<file path="src/adcseq_pkg.sv">
// Purpose: shared constants and types of the conversion sequencer
// Assumes: one clock at 100 MHz, all times counted in its cycles
// Notes:   cycle counts are derived from the printed times below
package adcseq_pkg;
  localparam int CLK_NS   = 10;
  localparam int ACQ0_NS  = 375;
  localparam int ACQ1_NS  = 2375;
  localparam int ACQ2_NS  = 6375;
  localparam int ACQ3_NS  = 14375;
  localparam int CONV_NS  = 1625;
  localparam int SYNC_NS  = 4000;
  localparam int PULSE_NS = 1000;
  localparam int CW       = 11;
  localparam int NCH      = 16;
  localparam int CHW      = 4;
  localparam int SELW     = 8;

  // acquisition is a least time (round up), conversion a fixed slot (round down); sum is the sample period
  localparam logic [CW-1:0] ACQ0_CYC  = CW'((ACQ0_NS + CLK_NS - 1) / CLK_NS);
  localparam logic [CW-1:0] ACQ1_CYC  = CW'((ACQ1_NS + CLK_NS - 1) / CLK_NS);
  localparam logic [CW-1:0] ACQ2_CYC  = CW'((ACQ2_NS + CLK_NS - 1) / CLK_NS);
  localparam logic [CW-1:0] ACQ3_CYC  = CW'((ACQ3_NS + CLK_NS - 1) / CLK_NS);
  localparam logic [CW-1:0] CONV_CYC  = CW'(CONV_NS / CLK_NS);
  localparam logic [CW-1:0] SYNC_CYC  = CW'(SYNC_NS / CLK_NS);
  localparam logic [CW-1:0] PULSE_CYC = CW'(PULSE_NS / CLK_NS);
  // the part of a slow acquisition spent napping
  localparam logic [CW-1:0] NAP1_CYC  = ACQ1_CYC - ACQ0_CYC;
  localparam logic [CW-1:0] NAP2_CYC  = ACQ2_CYC - ACQ0_CYC;
  localparam logic [CW-1:0] NAP3_CYC  = ACQ3_CYC - ACQ0_CYC;
  localparam logic [CW-1:0] CNT_ZERO  = 11'h000;
  localparam logic [CW-1:0] CNT_ONE   = 11'h001;

  localparam logic [1:0] RATE_MAX = 2'h0;
  localparam logic [1:0] RATE_1   = 2'h1;
  localparam logic [1:0] RATE_2   = 2'h2;
  localparam logic       MODE_ONE = 1'h0;
  localparam logic       MODE_CONT = 1'h1;

  typedef enum logic [4:0] {
    ST_IDLE = 5'h01,
    ST_SYNC = 5'h02,
    ST_NAP  = 5'h04,
    ST_ACQ  = 5'h08,
    ST_CONV = 5'h10
  } adcseq_state_t;
endpackage : adcseq_pkg

</file>
<file path="src/adcseq_top.sv">
// Purpose: scan sequencer of a multi-channel SAR converter with host handshake
// Assumes: all inputs synchronous to SYS_CLK; write strobes are one-cycle pulses
// Notes:   the analog converter follows ACQUIRE/CONVERT/CONV_CHANNEL and stores on RESULT_UPDATE
//          CONV_CHANNEL moves on with RESULT_UPDATE, so the converter latches the channel while CONVERT is high
module adcseq_top
  import adcseq_pkg::*;
(
  input  wire logic                  SYS_CLK,
  input  wire logic                  RESETN,
  input  wire logic                  SCAN_MODE_SELECT,
  input  wire logic [1:0]            CONVERSION_RATE_SELECT,
  input  wire logic [adcseq_pkg::SELW-1:0] CHANNEL_SELECT_0,
  input  wire logic [adcseq_pkg::SELW-1:0] CHANNEL_SELECT_1,
  input  wire logic                  CHANNEL_SELECT_WRITE,
  input  wire logic                  THRESHOLD_WRITE,
  input  wire logic                  INTERNAL_CONVERT_START,
  input  wire logic                  EXTERNAL_CONVERT_PIN,
  input  wire logic                  RESULT_READ,
  output logic [adcseq_pkg::CHW-1:0] CONV_CHANNEL,
  output logic                       ACQUIRE,
  output logic                       CONVERT,
  output logic                       NAP,
  output logic                       RESULT_UPDATE,
  output logic                       SCAN_BUSY,
  output logic                       DATA_READY_PIN_N,
  output logic                       DATA_READY_FLAG
);
  import adcseq_pkg::*;

  adcseq_state_t   st_r, st_nxt;
  logic [CW-1:0]   cnt_r, cnt_nxt;
  logic [CHW-1:0]  ch_r, ch_nxt;
  logic            mode_r, ext_q_r;
  logic            acq_r, conv_r, nap_r, upd_r, busy_r;
  logic            acq_nxt, conv_nxt, nap_nxt, upd_nxt, busy_nxt;
  logic            flag_r, flag_nxt, pin_n_r, pin_n_nxt;
  logic [CW-1:0]   pcnt_r, pcnt_nxt;
  logic [NCH-1:0]  mask;
  logic [CHW:0]    first_ch, next_ch;
  logic [CW-1:0]   nap_len;
  logic            ext_rise, mode_chg, trig, start, abort, done;

  // lowest selected channel at or above 'from'; top bit set when none is left
  function automatic logic [CHW:0] find_ch(input logic [NCH-1:0] m, input logic [CHW:0] from);
    logic [CHW:0] r;
    r = {1'b1, {CHW{1'b0}}};
    for (int i = NCH - 1; i >= 0; i--) begin
      if ((i >= int'(from)) && m[i]) begin
        r = {1'b0, CHW'(i)};
      end
    end
    return r;
  endfunction : find_ch

  // event decode; the pin is taken as synchronous so only an edge detector is needed
  assign mask     = {CHANNEL_SELECT_1, CHANNEL_SELECT_0};
  assign ext_rise = EXTERNAL_CONVERT_PIN & ~ext_q_r;
  assign mode_chg = SCAN_MODE_SELECT != mode_r;
  assign trig     = INTERNAL_CONVERT_START | ext_rise;
  assign start    = trig & ~(INTERNAL_CONVERT_START & mode_chg);
  assign abort    = trig | mode_chg | CHANNEL_SELECT_WRITE | THRESHOLD_WRITE;
  assign first_ch = find_ch(mask, {(CHW + 1){1'b0}});
  assign next_ch  = find_ch(mask, {1'b0, ch_r} + {{CHW{1'b0}}, 1'b1});

  // nap share of a slow acquisition
  always_comb begin
    case (CONVERSION_RATE_SELECT)
      RATE_MAX: nap_len = CNT_ZERO;
      RATE_1:   nap_len = NAP1_CYC;
      RATE_2:   nap_len = NAP2_CYC;
      default:  nap_len = NAP3_CYC;
    endcase
  end

  // sequencer next state
  always_comb begin
    st_nxt  = st_r;
    cnt_nxt = (cnt_r != CNT_ZERO) ? cnt_r - CNT_ONE : CNT_ZERO;
    ch_nxt  = ch_r;
    upd_nxt = 1'b0;
    done    = 1'b0;
    case (st_r)
      ST_IDLE: begin
        cnt_nxt = CNT_ZERO;
      end
      ST_SYNC: begin
        if (cnt_r == CNT_ZERO) begin
          if (first_ch[CHW]) begin
            st_nxt = ST_IDLE;
          end else begin
            ch_nxt  = first_ch[CHW-1:0];
            st_nxt  = (nap_len == CNT_ZERO) ? ST_ACQ : ST_NAP;
            cnt_nxt = (nap_len == CNT_ZERO) ? ACQ0_CYC - CNT_ONE : nap_len - CNT_ONE;
          end
        end
      end
      ST_NAP: begin
        if (cnt_r == CNT_ZERO) begin
          st_nxt  = ST_ACQ;
          cnt_nxt = ACQ0_CYC - CNT_ONE;
        end
      end
      ST_ACQ: begin
        if (cnt_r == CNT_ZERO) begin
          st_nxt  = ST_CONV;
          cnt_nxt = CONV_CYC - CNT_ONE;
        end
      end
      // each channel gets a sample slot of its own, one after another
      ST_CONV: begin
        if (cnt_r == CNT_ZERO) begin
          upd_nxt = 1'b1;
          st_nxt  = (nap_len == CNT_ZERO) ? ST_ACQ : ST_NAP;
          cnt_nxt = (nap_len == CNT_ZERO) ? ACQ0_CYC - CNT_ONE : nap_len - CNT_ONE;
          if (!next_ch[CHW]) begin
            ch_nxt = next_ch[CHW-1:0];
          end else begin
            done = 1'b1;
            if (mode_r == MODE_CONT && !first_ch[CHW]) begin
              ch_nxt = first_ch[CHW-1:0];
            end else begin
              st_nxt  = ST_IDLE;
              cnt_nxt = CNT_ZERO;
            end
          end
        end
      end
      default: begin
        st_nxt  = ST_IDLE;
        cnt_nxt = CNT_ZERO;
      end
    endcase
    if (start) begin
      st_nxt  = ST_SYNC;
      cnt_nxt = SYNC_CYC - CNT_ONE;
      upd_nxt = 1'b0;
      done    = 1'b0;
    end else if (abort) begin
      st_nxt  = ST_IDLE;
      cnt_nxt = CNT_ZERO;
      upd_nxt = 1'b0;
      done    = 1'b0;
    end
    acq_nxt  = st_nxt == ST_ACQ;
    conv_nxt = st_nxt == ST_CONV;
    nap_nxt  = st_nxt == ST_NAP;
    busy_nxt = st_nxt != ST_IDLE;
  end

  // host handshake next state; a set in the same cycle as a clear wins
  always_comb begin
    flag_nxt = flag_r;
    pcnt_nxt = (pcnt_r != CNT_ZERO) ? pcnt_r - CNT_ONE : CNT_ZERO;
    if (RESULT_READ || ext_rise) begin
      flag_nxt = 1'b0;
    end
    if (done && mode_r == MODE_ONE) begin
      flag_nxt = 1'b1;
    end
    if (done && mode_r == MODE_CONT) begin
      pcnt_nxt = PULSE_CYC;
    end
    // flag held at zero in continuous mode
    if (mode_r == MODE_CONT) begin
      flag_nxt = 1'b0;
    end
    pin_n_nxt = ~(flag_nxt | (pcnt_nxt != CNT_ZERO));
  end

  // all sequencer state registered here; outputs come straight from these flops
  always_ff @(posedge SYS_CLK or negedge RESETN) begin
    if (!RESETN) begin
      st_r    <= ST_IDLE;
      cnt_r   <= CNT_ZERO;
      ch_r    <= {CHW{1'b0}};
      mode_r  <= MODE_ONE;
      ext_q_r <= 1'b0;
      acq_r   <= 1'b0;
      conv_r  <= 1'b0;
      nap_r   <= 1'b0;
      upd_r   <= 1'b0;
      busy_r  <= 1'b0;
      flag_r  <= 1'b0;
      pcnt_r  <= CNT_ZERO;
      pin_n_r <= 1'b1;
    end else begin
      st_r    <= st_nxt;
      cnt_r   <= cnt_nxt;
      ch_r    <= ch_nxt;
      mode_r  <= SCAN_MODE_SELECT;
      ext_q_r <= EXTERNAL_CONVERT_PIN;
      acq_r   <= acq_nxt;
      conv_r  <= conv_nxt;
      nap_r   <= nap_nxt;
      upd_r   <= upd_nxt;
      busy_r  <= busy_nxt;
      flag_r  <= flag_nxt;
      pcnt_r  <= pcnt_nxt;
      pin_n_r <= pin_n_nxt;
    end
  end

  assign CONV_CHANNEL     = ch_r;
  assign ACQUIRE          = acq_r;
  assign CONVERT          = conv_r;
  assign NAP              = nap_r;
  assign RESULT_UPDATE    = upd_r;
  assign SCAN_BUSY        = busy_r;
  assign DATA_READY_FLAG  = flag_r;
  assign DATA_READY_PIN_N = pin_n_r;

  // helpers for the checks below: length of the latest conversion and age of the sync wait
  logic [CW-1:0]   conv_run_r, conv_run_nxt, sync_age_r, sync_age_nxt;
  always_comb begin
    conv_run_nxt = conv_r ? conv_run_r + CNT_ONE : CNT_ZERO;
    // a retrigger restarts the age, so only one unbroken wait is measured
    if (start) begin
      sync_age_nxt = CNT_ONE;
    end else if (st_r == ST_SYNC) begin
      sync_age_nxt = sync_age_r + CNT_ONE;
    end else begin
      sync_age_nxt = CNT_ZERO;
    end
  end

  // helper registers, not seen at the ports
  always_ff @(posedge SYS_CLK or negedge RESETN) begin
    if (!RESETN) begin
      conv_run_r <= CNT_ZERO;
      sync_age_r <= CNT_ZERO;
    end else begin
      conv_run_r <= conv_run_nxt;
      sync_age_r <= sync_age_nxt;
    end
  end

  AST_ONESHOT_IDLE: assert property (@(posedge SYS_CLK) disable iff (!RESETN)
    done && mode_r == MODE_ONE |=> st_r == ST_IDLE && !SCAN_BUSY) else $error("one-shot did not stop");
  AST_CONT_WRAP: assert property (@(posedge SYS_CLK) disable iff (!RESETN)
    done && mode_r == MODE_CONT |=> SCAN_BUSY && CONV_CHANNEL == first_ch[CHW-1:0]) else $error("no wrap");
  AST_ABORT: assert property (@(posedge SYS_CLK) disable iff (!RESETN)
    abort && !start |=> st_r == ST_IDLE && !ACQUIRE && !CONVERT) else $error("abort ignored");
  AST_TRIG: assert property (@(posedge SYS_CLK) disable iff (!RESETN)
    start |=> st_r == ST_SYNC) else $error("trigger ignored");
  AST_START_MODE: assert property (@(posedge SYS_CLK) disable iff (!RESETN)
    INTERNAL_CONVERT_START && mode_chg |=> !SCAN_BUSY) else $error("start with mode change ran");
  AST_CONV_LEN: assert property (@(posedge SYS_CLK) disable iff (!RESETN)
    RESULT_UPDATE |-> conv_run_r == CONV_CYC && !CONVERT) else $error("conversion length wrong");
  AST_NAP_RATE: assert property (@(posedge SYS_CLK) disable iff (!RESETN)
    $rose(NAP) |-> $past(CONVERSION_RATE_SELECT) != RATE_MAX) else $error("nap at full rate");
  AST_SYNC_BOUND: assert property (@(posedge SYS_CLK) disable iff (!RESETN)
    st_r == ST_SYNC |-> sync_age_r <= SYNC_CYC) else $error("sync too long");
  AST_FLAG_SET: assert property (@(posedge SYS_CLK) disable iff (!RESETN)
    done && mode_r == MODE_ONE |=> DATA_READY_FLAG && !DATA_READY_PIN_N) else $error("ready not shown");
  AST_FLAG_CLR: assert property (@(posedge SYS_CLK) disable iff (!RESETN)
    (RESULT_READ || ext_rise) && !done && pcnt_r == CNT_ZERO |=> !DATA_READY_FLAG && DATA_READY_PIN_N)
    else $error("ready not cleared");
  AST_PULSE: assert property (@(posedge SYS_CLK) disable iff (!RESETN)
    done && mode_r == MODE_CONT |=> !DATA_READY_PIN_N [*8]) else $error("pulse too short");
  AST_CONT_FLAG: assert property (@(posedge SYS_CLK) disable iff (!RESETN)
    mode_r == MODE_CONT |=> !DATA_READY_FLAG) else $error("flag set in continuous mode");
endmodule : adcseq_top

</file>
<file path="config.mk">
export PLATFORM = sky130hd
export DESIGN_NAME = adcseq_top
export DESIGN_NICKNAME = d
export VERILOG_FILES = /design/src/adcseq_pkg.sv /design/src/adcseq_top.sv
export SDC_FILE = /design/constraint.sdc
export NUM_CORES = 1
export LEC_CHECK = 0
export BUFFER_PORTS_ARGS = -buffer_cell sky130_fd_sc_hd__buf_4
export CAP_MARGIN = 20
export CORE_MARGIN = 2
export CORE_UTILIZATION = 59
export CTS_CLUSTER_DIAMETER = 150
export DETAILED_ROUTE_END_ITERATION = 16
export PLACE_DENSITY = 0.8
export SETUP_SLACK_MARGIN = 0.02
export SYNTH_ARGS = -nofsm -noshare
export SYNTH_HDL_FRONTEND = slang
export SYNTH_SLANG_ARGS = --single-unit
</file>
<file path="constraint.sdc">
create_clock -name SYS_CLK -period 3.82 [get_ports SYS_CLK]
set_input_delay 0.382 -clock SYS_CLK [delete_from_list [all_inputs] [get_ports SYS_CLK]]
set_output_delay 0.382 -clock SYS_CLK [all_outputs]
set_load 0.01 [all_outputs]
</file>
== After elaboration in Yosys (flattened, before gate mapping) ==
Cells that the tools add are included.

* Register bits after elaboration: 40
* Latch bits: 0
* Memory bits (writable): 0
* ROM bits: 0
* Input port bits: 26
* Word-level logic and storage cells: 166
* Memories kept: 0

* Add/subtract/negate cells: 4
* Multiply operators: 0
* Div/mod/pow operators: 0
* Order comparisons: 16
* Equality and inequality tests: 16
* Shift operators: 0
* Mux-type cells: 76
* Bitwise operators: 12
* Reductions and logical operators: 29

{| class="wikitable"
|+ Operators with widths
! cell !! count
|-
| $mux W5 || 38
|-
| $mux W11 || 13
|-
| $pmux W11 S4 || 1
|-
| $ge A4 B5 Y1 const A || 8
|-
| $mux W4 || 9
|-
| $pmux W11 S3 || 1
|-
| $reduce_bool A11 Y1 || 3
|-
| $sub A11 B1 Y11 const B || 3
|-
| $pmux W5 S5 || 1
|-
| $logic_not A11 Y1 || 2
|-
| $ge A3 B5 Y1 const A || 4
|-
| $logic_and A1 B1 Y1 || 19
|-
| $mux W1 || 12
|-
| $eq A5 B3 Y1 const B || 2
|-
| $eq A5 B4 Y1 const B || 2
|-
| $eq A5 B5 Y1 const B || 2
|-
| $ge A1 B5 Y1 const A || 2
|-
| $ge A2 B5 Y1 const A || 2
|-
| $pmux W4 S2 || 1
|-
| $ne A2 B2 Y1 const B || 3
|-
| $add A4 B1 Y5 const B || 1
|-
| $eq A5 B1 Y1 const B || 1
|-
| $eq A5 B2 Y1 const B || 1
|-
| $ne A5 B1 Y1 const B || 1
|-
| other kinds (12) || 21
|}

== Depth between registers and ports, before layout ==
* Depth after elaboration: 29
* Depth in mapped cells: 14
* Mapped depth without buffers: 10

== Least setup slack after synthesis ==
Ideal clock, no wire load.

* Kind: register to register
* From: register ch_r[0], in the netlist CONV_CHANNEL[0]
* To: register ch_r[0], in the netlist CONV_CHANNEL[0]
* Library setup time: 0.125 ns
* Arrival time: 2.966 ns
* Setup slack: 0.730 ns
* Stages on the path, launching flop included: 12
* Buffers on the path: 2
* Clock period less this slack: 3.090 ns
* Cells stage by stage: dfrtp_1 buf_2 inv_1 ha_1 buf_2 a21o_1 o21ai_0 a21boi_2 a2111oi_4 nor2_2 o31ai_4 mux2_2

* Cells in the longest elaborated chain, start to end: 22
* Elaborated cells between the ends (all ways): 54
* Classes of those cells: add/sub: 1; order compare: 16; eq/ne: 1; mux: 19; reduce/logical: 17

{| class="wikitable"
|+ RTL lines
! what !! line !! source
|-
| start, declared || adcseq_top.sv:32 || <nowiki>logic [CHW-1:0] ch_r, ch_nxt;</nowiki>
|-
| start signal, assigned || adcseq_top.sv:175 || <nowiki>ch_r <= {CHW{1'b0}};</nowiki>
|-
| start signal, assigned || adcseq_top.sv:189 || <nowiki>ch_r <= ch_nxt;</nowiki>
|-
| $add A4 B1 Y5 * || adcseq_top.sv:63 || <nowiki>assign next_ch = find_ch(mask, {1'b0, ch_r} + {{CHW{1'b0}}, 1'b1});</nowiki>
|-
| $ge A4 B5 Y1 || adcseq_top.sv:48 || <nowiki>if ((i >= int'(from)) && m[i]) begin</nowiki>
|-
| $logic_and A1 B1 Y1 || adcseq_top.sv:48 ||
|-
| $mux W5 (15 in series) || adcseq_top.sv:48 ||
|-
| $mux W5 * || adcseq_top.sv:48 ||
|-
| $mux W4 || adcseq_top.sv:115 || <nowiki>if (!next_ch[CHW]) begin</nowiki>
|-
| $mux W4 || adcseq_top.sv:111 || <nowiki>if (cnt_r == CNT_ZERO) begin</nowiki>
|-
| $pmux W4 S2 || adcseq_top.sv:82 || <nowiki>case (st_r)</nowiki>
|}

Every way passes the cells marked *; elsewhere a longest branch is shown, timed or not. The select of a mux whose other input is x is not followed.
A chain may end at the register's enable or synchronous reset.

== Worst setup path after layout ==
* From: register ch_r[0], in the netlist CONV_CHANNEL[0]
* To: register cnt_r[2]

* Cells in the longest elaborated chain, start to end: 24
* Elaborated cells between the ends (all ways): 54
* Classes of those cells: add/sub: 1; order compare: 16; mux: 21; reduce/logical: 16

{| class="wikitable"
|+ RTL lines
! what !! line !! source
|-
| $add A4 B1 Y5 * || adcseq_top.sv:63 ||
|-
| $ge A4 B5 Y1 || adcseq_top.sv:48 ||
|-
| $logic_and A1 B1 Y1 || adcseq_top.sv:48 ||
|-
| $mux W5 (15 in series) || adcseq_top.sv:48 ||
|-
| $mux W5 * || adcseq_top.sv:48 ||
|-
| $mux W11 * || adcseq_top.sv:115 ||
|-
| $mux W11 * || adcseq_top.sv:111 ||
|-
| $pmux W11 S4 * || adcseq_top.sv:82 ||
|-
| $mux W11 * || adcseq_top.sv:138 || <nowiki>end else if (abort) begin</nowiki>
|-
| $mux W11 * || adcseq_top.sv:133 || <nowiki>if (start) begin</nowiki>
|-
| via cnt_nxt[2] || adcseq_top.sv:31 || <nowiki>logic [CW-1:0] cnt_r, cnt_nxt;</nowiki>
|-
| end signal, assigned || adcseq_top.sv:188 || <nowiki>cnt_r <= cnt_nxt;</nowiki>
|-
| end, declared || adcseq_top.sv:31 ||
|}

Mark *: on every way through the listed nets, which the timed path passes. The rest lies on a longest branch.

==> results_dict.tcl <==
set metrics [dict create \
    outcome "finished clean" \
    ys_seq_area_share_pct 31.13 \
    htree_num_levels 2 \
    synth_warnings 0 \
    grt_pass1_vias 2779 \
    grt_usage_pct 27.52 \
    synth-edff-count 0 \
    postCtsHoldBufs 0 \
    grt_max_degree 41 \
    place_inst 478 \
    cts_root_buf "clkbuf_8" \
    drt_pass1_iterations 5 \
    antenna_found_initial 0 \
    cts_tree "yes" \
    reg2reg_slack_ns 0.40 \
    hold_path_class "in2async" \
    reg2reg_from "CONV_CHANNEL[0]" \
    worstPathMaxFanout 11 \
    totalWireLength_mm 8.008 \
    clk_pin_slew_ns 0.08 \
    critPathArrivalTime_ns 3.60 \
    syn_avg_cell_area_um2 8.437 \
    drv_slew 0 \
    syn_area_um2 3223 \
    design_area_um2 3637 \
    stdcell_count 486 \
    grt-ovfl-total 0 \
    finalClockSkew_ns 0.01013 \
    drt-initial-drc-count 198 \
    insertion_delay_ns 0.29 \
    startpoint "CONV_CHANNEL[0]" \
    setup-tns-final_ns 0 \
    dieArea_um2 6070 \
    numCtsBuffers 5 \
    worst_slew_pin_slew_ns 0.8436 \
    die_x_um 77.91 \
    ff2ff_path_depth 10 \
    placedInstanceArea_um2 3530 \
    period_share_pct 89.64 \
    cts_setup_buffers 0 \
    p_leak_nw 1.542 \
    synth_top_area_share_pct 29.50 \
    dominantRegCellSynth "dfrtp_1" \
    cts_repair_resize_count 0 \
    port_buffers 36 \
    dp_hpwl_mm 6.093 \
    core.rowCount 26 \
    start_kind "flip-flop" \
    yosys.area.top_type "dfrtp_1" \
    syn_nets 420 \
    die_h_um 77.91 \
    start_util_pct 61.92 \
    power_density_nw_per_um2 333.0 \
    ys_seq_elements 40 \
    drive_above_1_share_pct 18.03 \
    gp_congestion 0.9439 \
    synthArstFlopShare_pct 100.0 \
    grt_pass1_wl_mm 13.34 \
    layout_commonest_cell "buf_4" \
    clock_path_buffers 2 \
    clock.fmax_mhz 292.0 \
    maxSlewHeadroom_pct 43.24 \
    synthDistinctLibCells 75 \
    irDropWorstVdd_mv 0.2213 \
    critPathKind "reg2reg" \
    setup_viol 0 \
    hold_violations 0 \
    drc 0 \
    maxCapViolations 0 \
    ant_nets 0 \
    fin_nets 453 \
    wl_per_cell_um 16.48 \
    core_um2 5205 \
    diodes 0 \
    rsz0062_at_grt "false" \
    ios 37 \
    area_growth_pct 12.85 \
    postSynthCellCount 382 \
    required_ns 3.99 \
    cts_sinks 40 \
    vias 3037 \
    period_needed_ns 3.424 \
    vias_per_cell 6.249 \
    r2r_end "cnt_r[2]" \
    netlist_top_cells_area "dfrtp_1 30%, ha_1 4.7%, nand2_1 4.2%" \
    endpoint_kind "flip-flop" \
    mostFrequentLayoutCells "40 x buf_4, 38 x dfrtp_1, 36 x nand2_1" \
]
cell usage after synthesis (6+ instances only):
cell type   n
xnor2_1    12
xor2_1      7
nand2b_1   11
nand3_1     7
a21oi_1    20
and3_1      6
o21ai_0    17
nand2_1    36
nor2_1     34
nor3_1     15
o31ai_1     8
inv_1      19
ha_1       12
nor2_2      7
a31oi_1     7
buf_4       6
nor4_1     12
dfrtp_1    38
metal layers:
metal  global-route usage (%)  part of all wire, %  routed length [um]
met1                    38.24                   46                3647
met3                    4.767                  6.4                 510
met5                        0                    0                   0
met4                    9.649                  2.4                 192
met2                    43.28                   46                3659
flip-flops by register name, summed over array words and instances, names as in the netlist:
register,cells
ACQUIRE,1
CONVERT,1
CONV_CHANNEL,4
DATA_READY_FLAG,1
DATA_READY_PIN_N,1
NAP,1
RESULT_UPDATE,1
SCAN_BUSY,1
cnt_r,11
ext_q_r,1
mode_r,1
pcnt_r,11
st_r,5
final cells by class:
class	count	area, um2
multi-input cells	308	2063
fillers	436	1568
flip-flops and latches	40	1003
repair buffers	40	300.3
well taps	70	87.58
inverters	20	75.07
clock buffers	6	72.57
clock inverters	2	35.03
stage by stage:
step | power (mW) | hold WS (ns) | util [%] | worst slack [ns]
2_1_floorplan | 0.7460 | 0.08641 | - | 0.7296
3_3_place_gp | 0.8604 | 0.3958 | 67.81 | 0.5026
3_5_place_dp | 0.8677 | 0.3978 | 67.81 | 0.5050
4_1_cts | 1.214 | 0.07873 | 69.88 | 0.4823
5_1_grt | 1.285 | 0.09772 | 69.88 | 0.2024
6_report | 1.211 | 0.05189 | 69.88 | 0.3958
cells by family after synthesis:
group,count (synthesis),share of synthesized area (%)
AOI/OAI and AO/OA,110,25.39
xor gates and xnor gates,19,5.163
adders and majority gates,12,4.658
buffers and inverters,34,5.046
DFF,40,31.13
muxes,6,2.057
and+or+nand+nor,161,26.55
power breakdown:
| group | internal, mW | switching [mW] |
|---|---|---|
| Sequential | 0.441 | 0.0316 |
| Combinational | 0.156 | 0.239 |
| Clock | 0.194 | 0.149 |
| Total | 0.792 | 0.420 |
critical path, cell delays in order (launching register included):
cell and delay, ns:
dfrtp_1 0.53, inv_1 0.11, ha_1 0.46, inv_1 0.19, a2bb2oi_1 0.32, a211oi_2 0.15
a2111oi_4 0.42, and4_1 0.49, a31oi_2 0.23, a211oi_2 0.30, o31ai_1 0.10
worst max-delay path by stage:
stage / endpoint / slack, ns
after floorplan: CONV_CHANNEL[0] / 0.73
after global placement: cnt_r[2] / 0.50
after detailed placement: cnt_r[2] / 0.50
after CTS: cnt_r[2] / 0.48
after global routing: cnt_r[2] / 0.20
final: cnt_r[2] / 0.40
No activity file was read; power rests on OpenSTA's default activity.
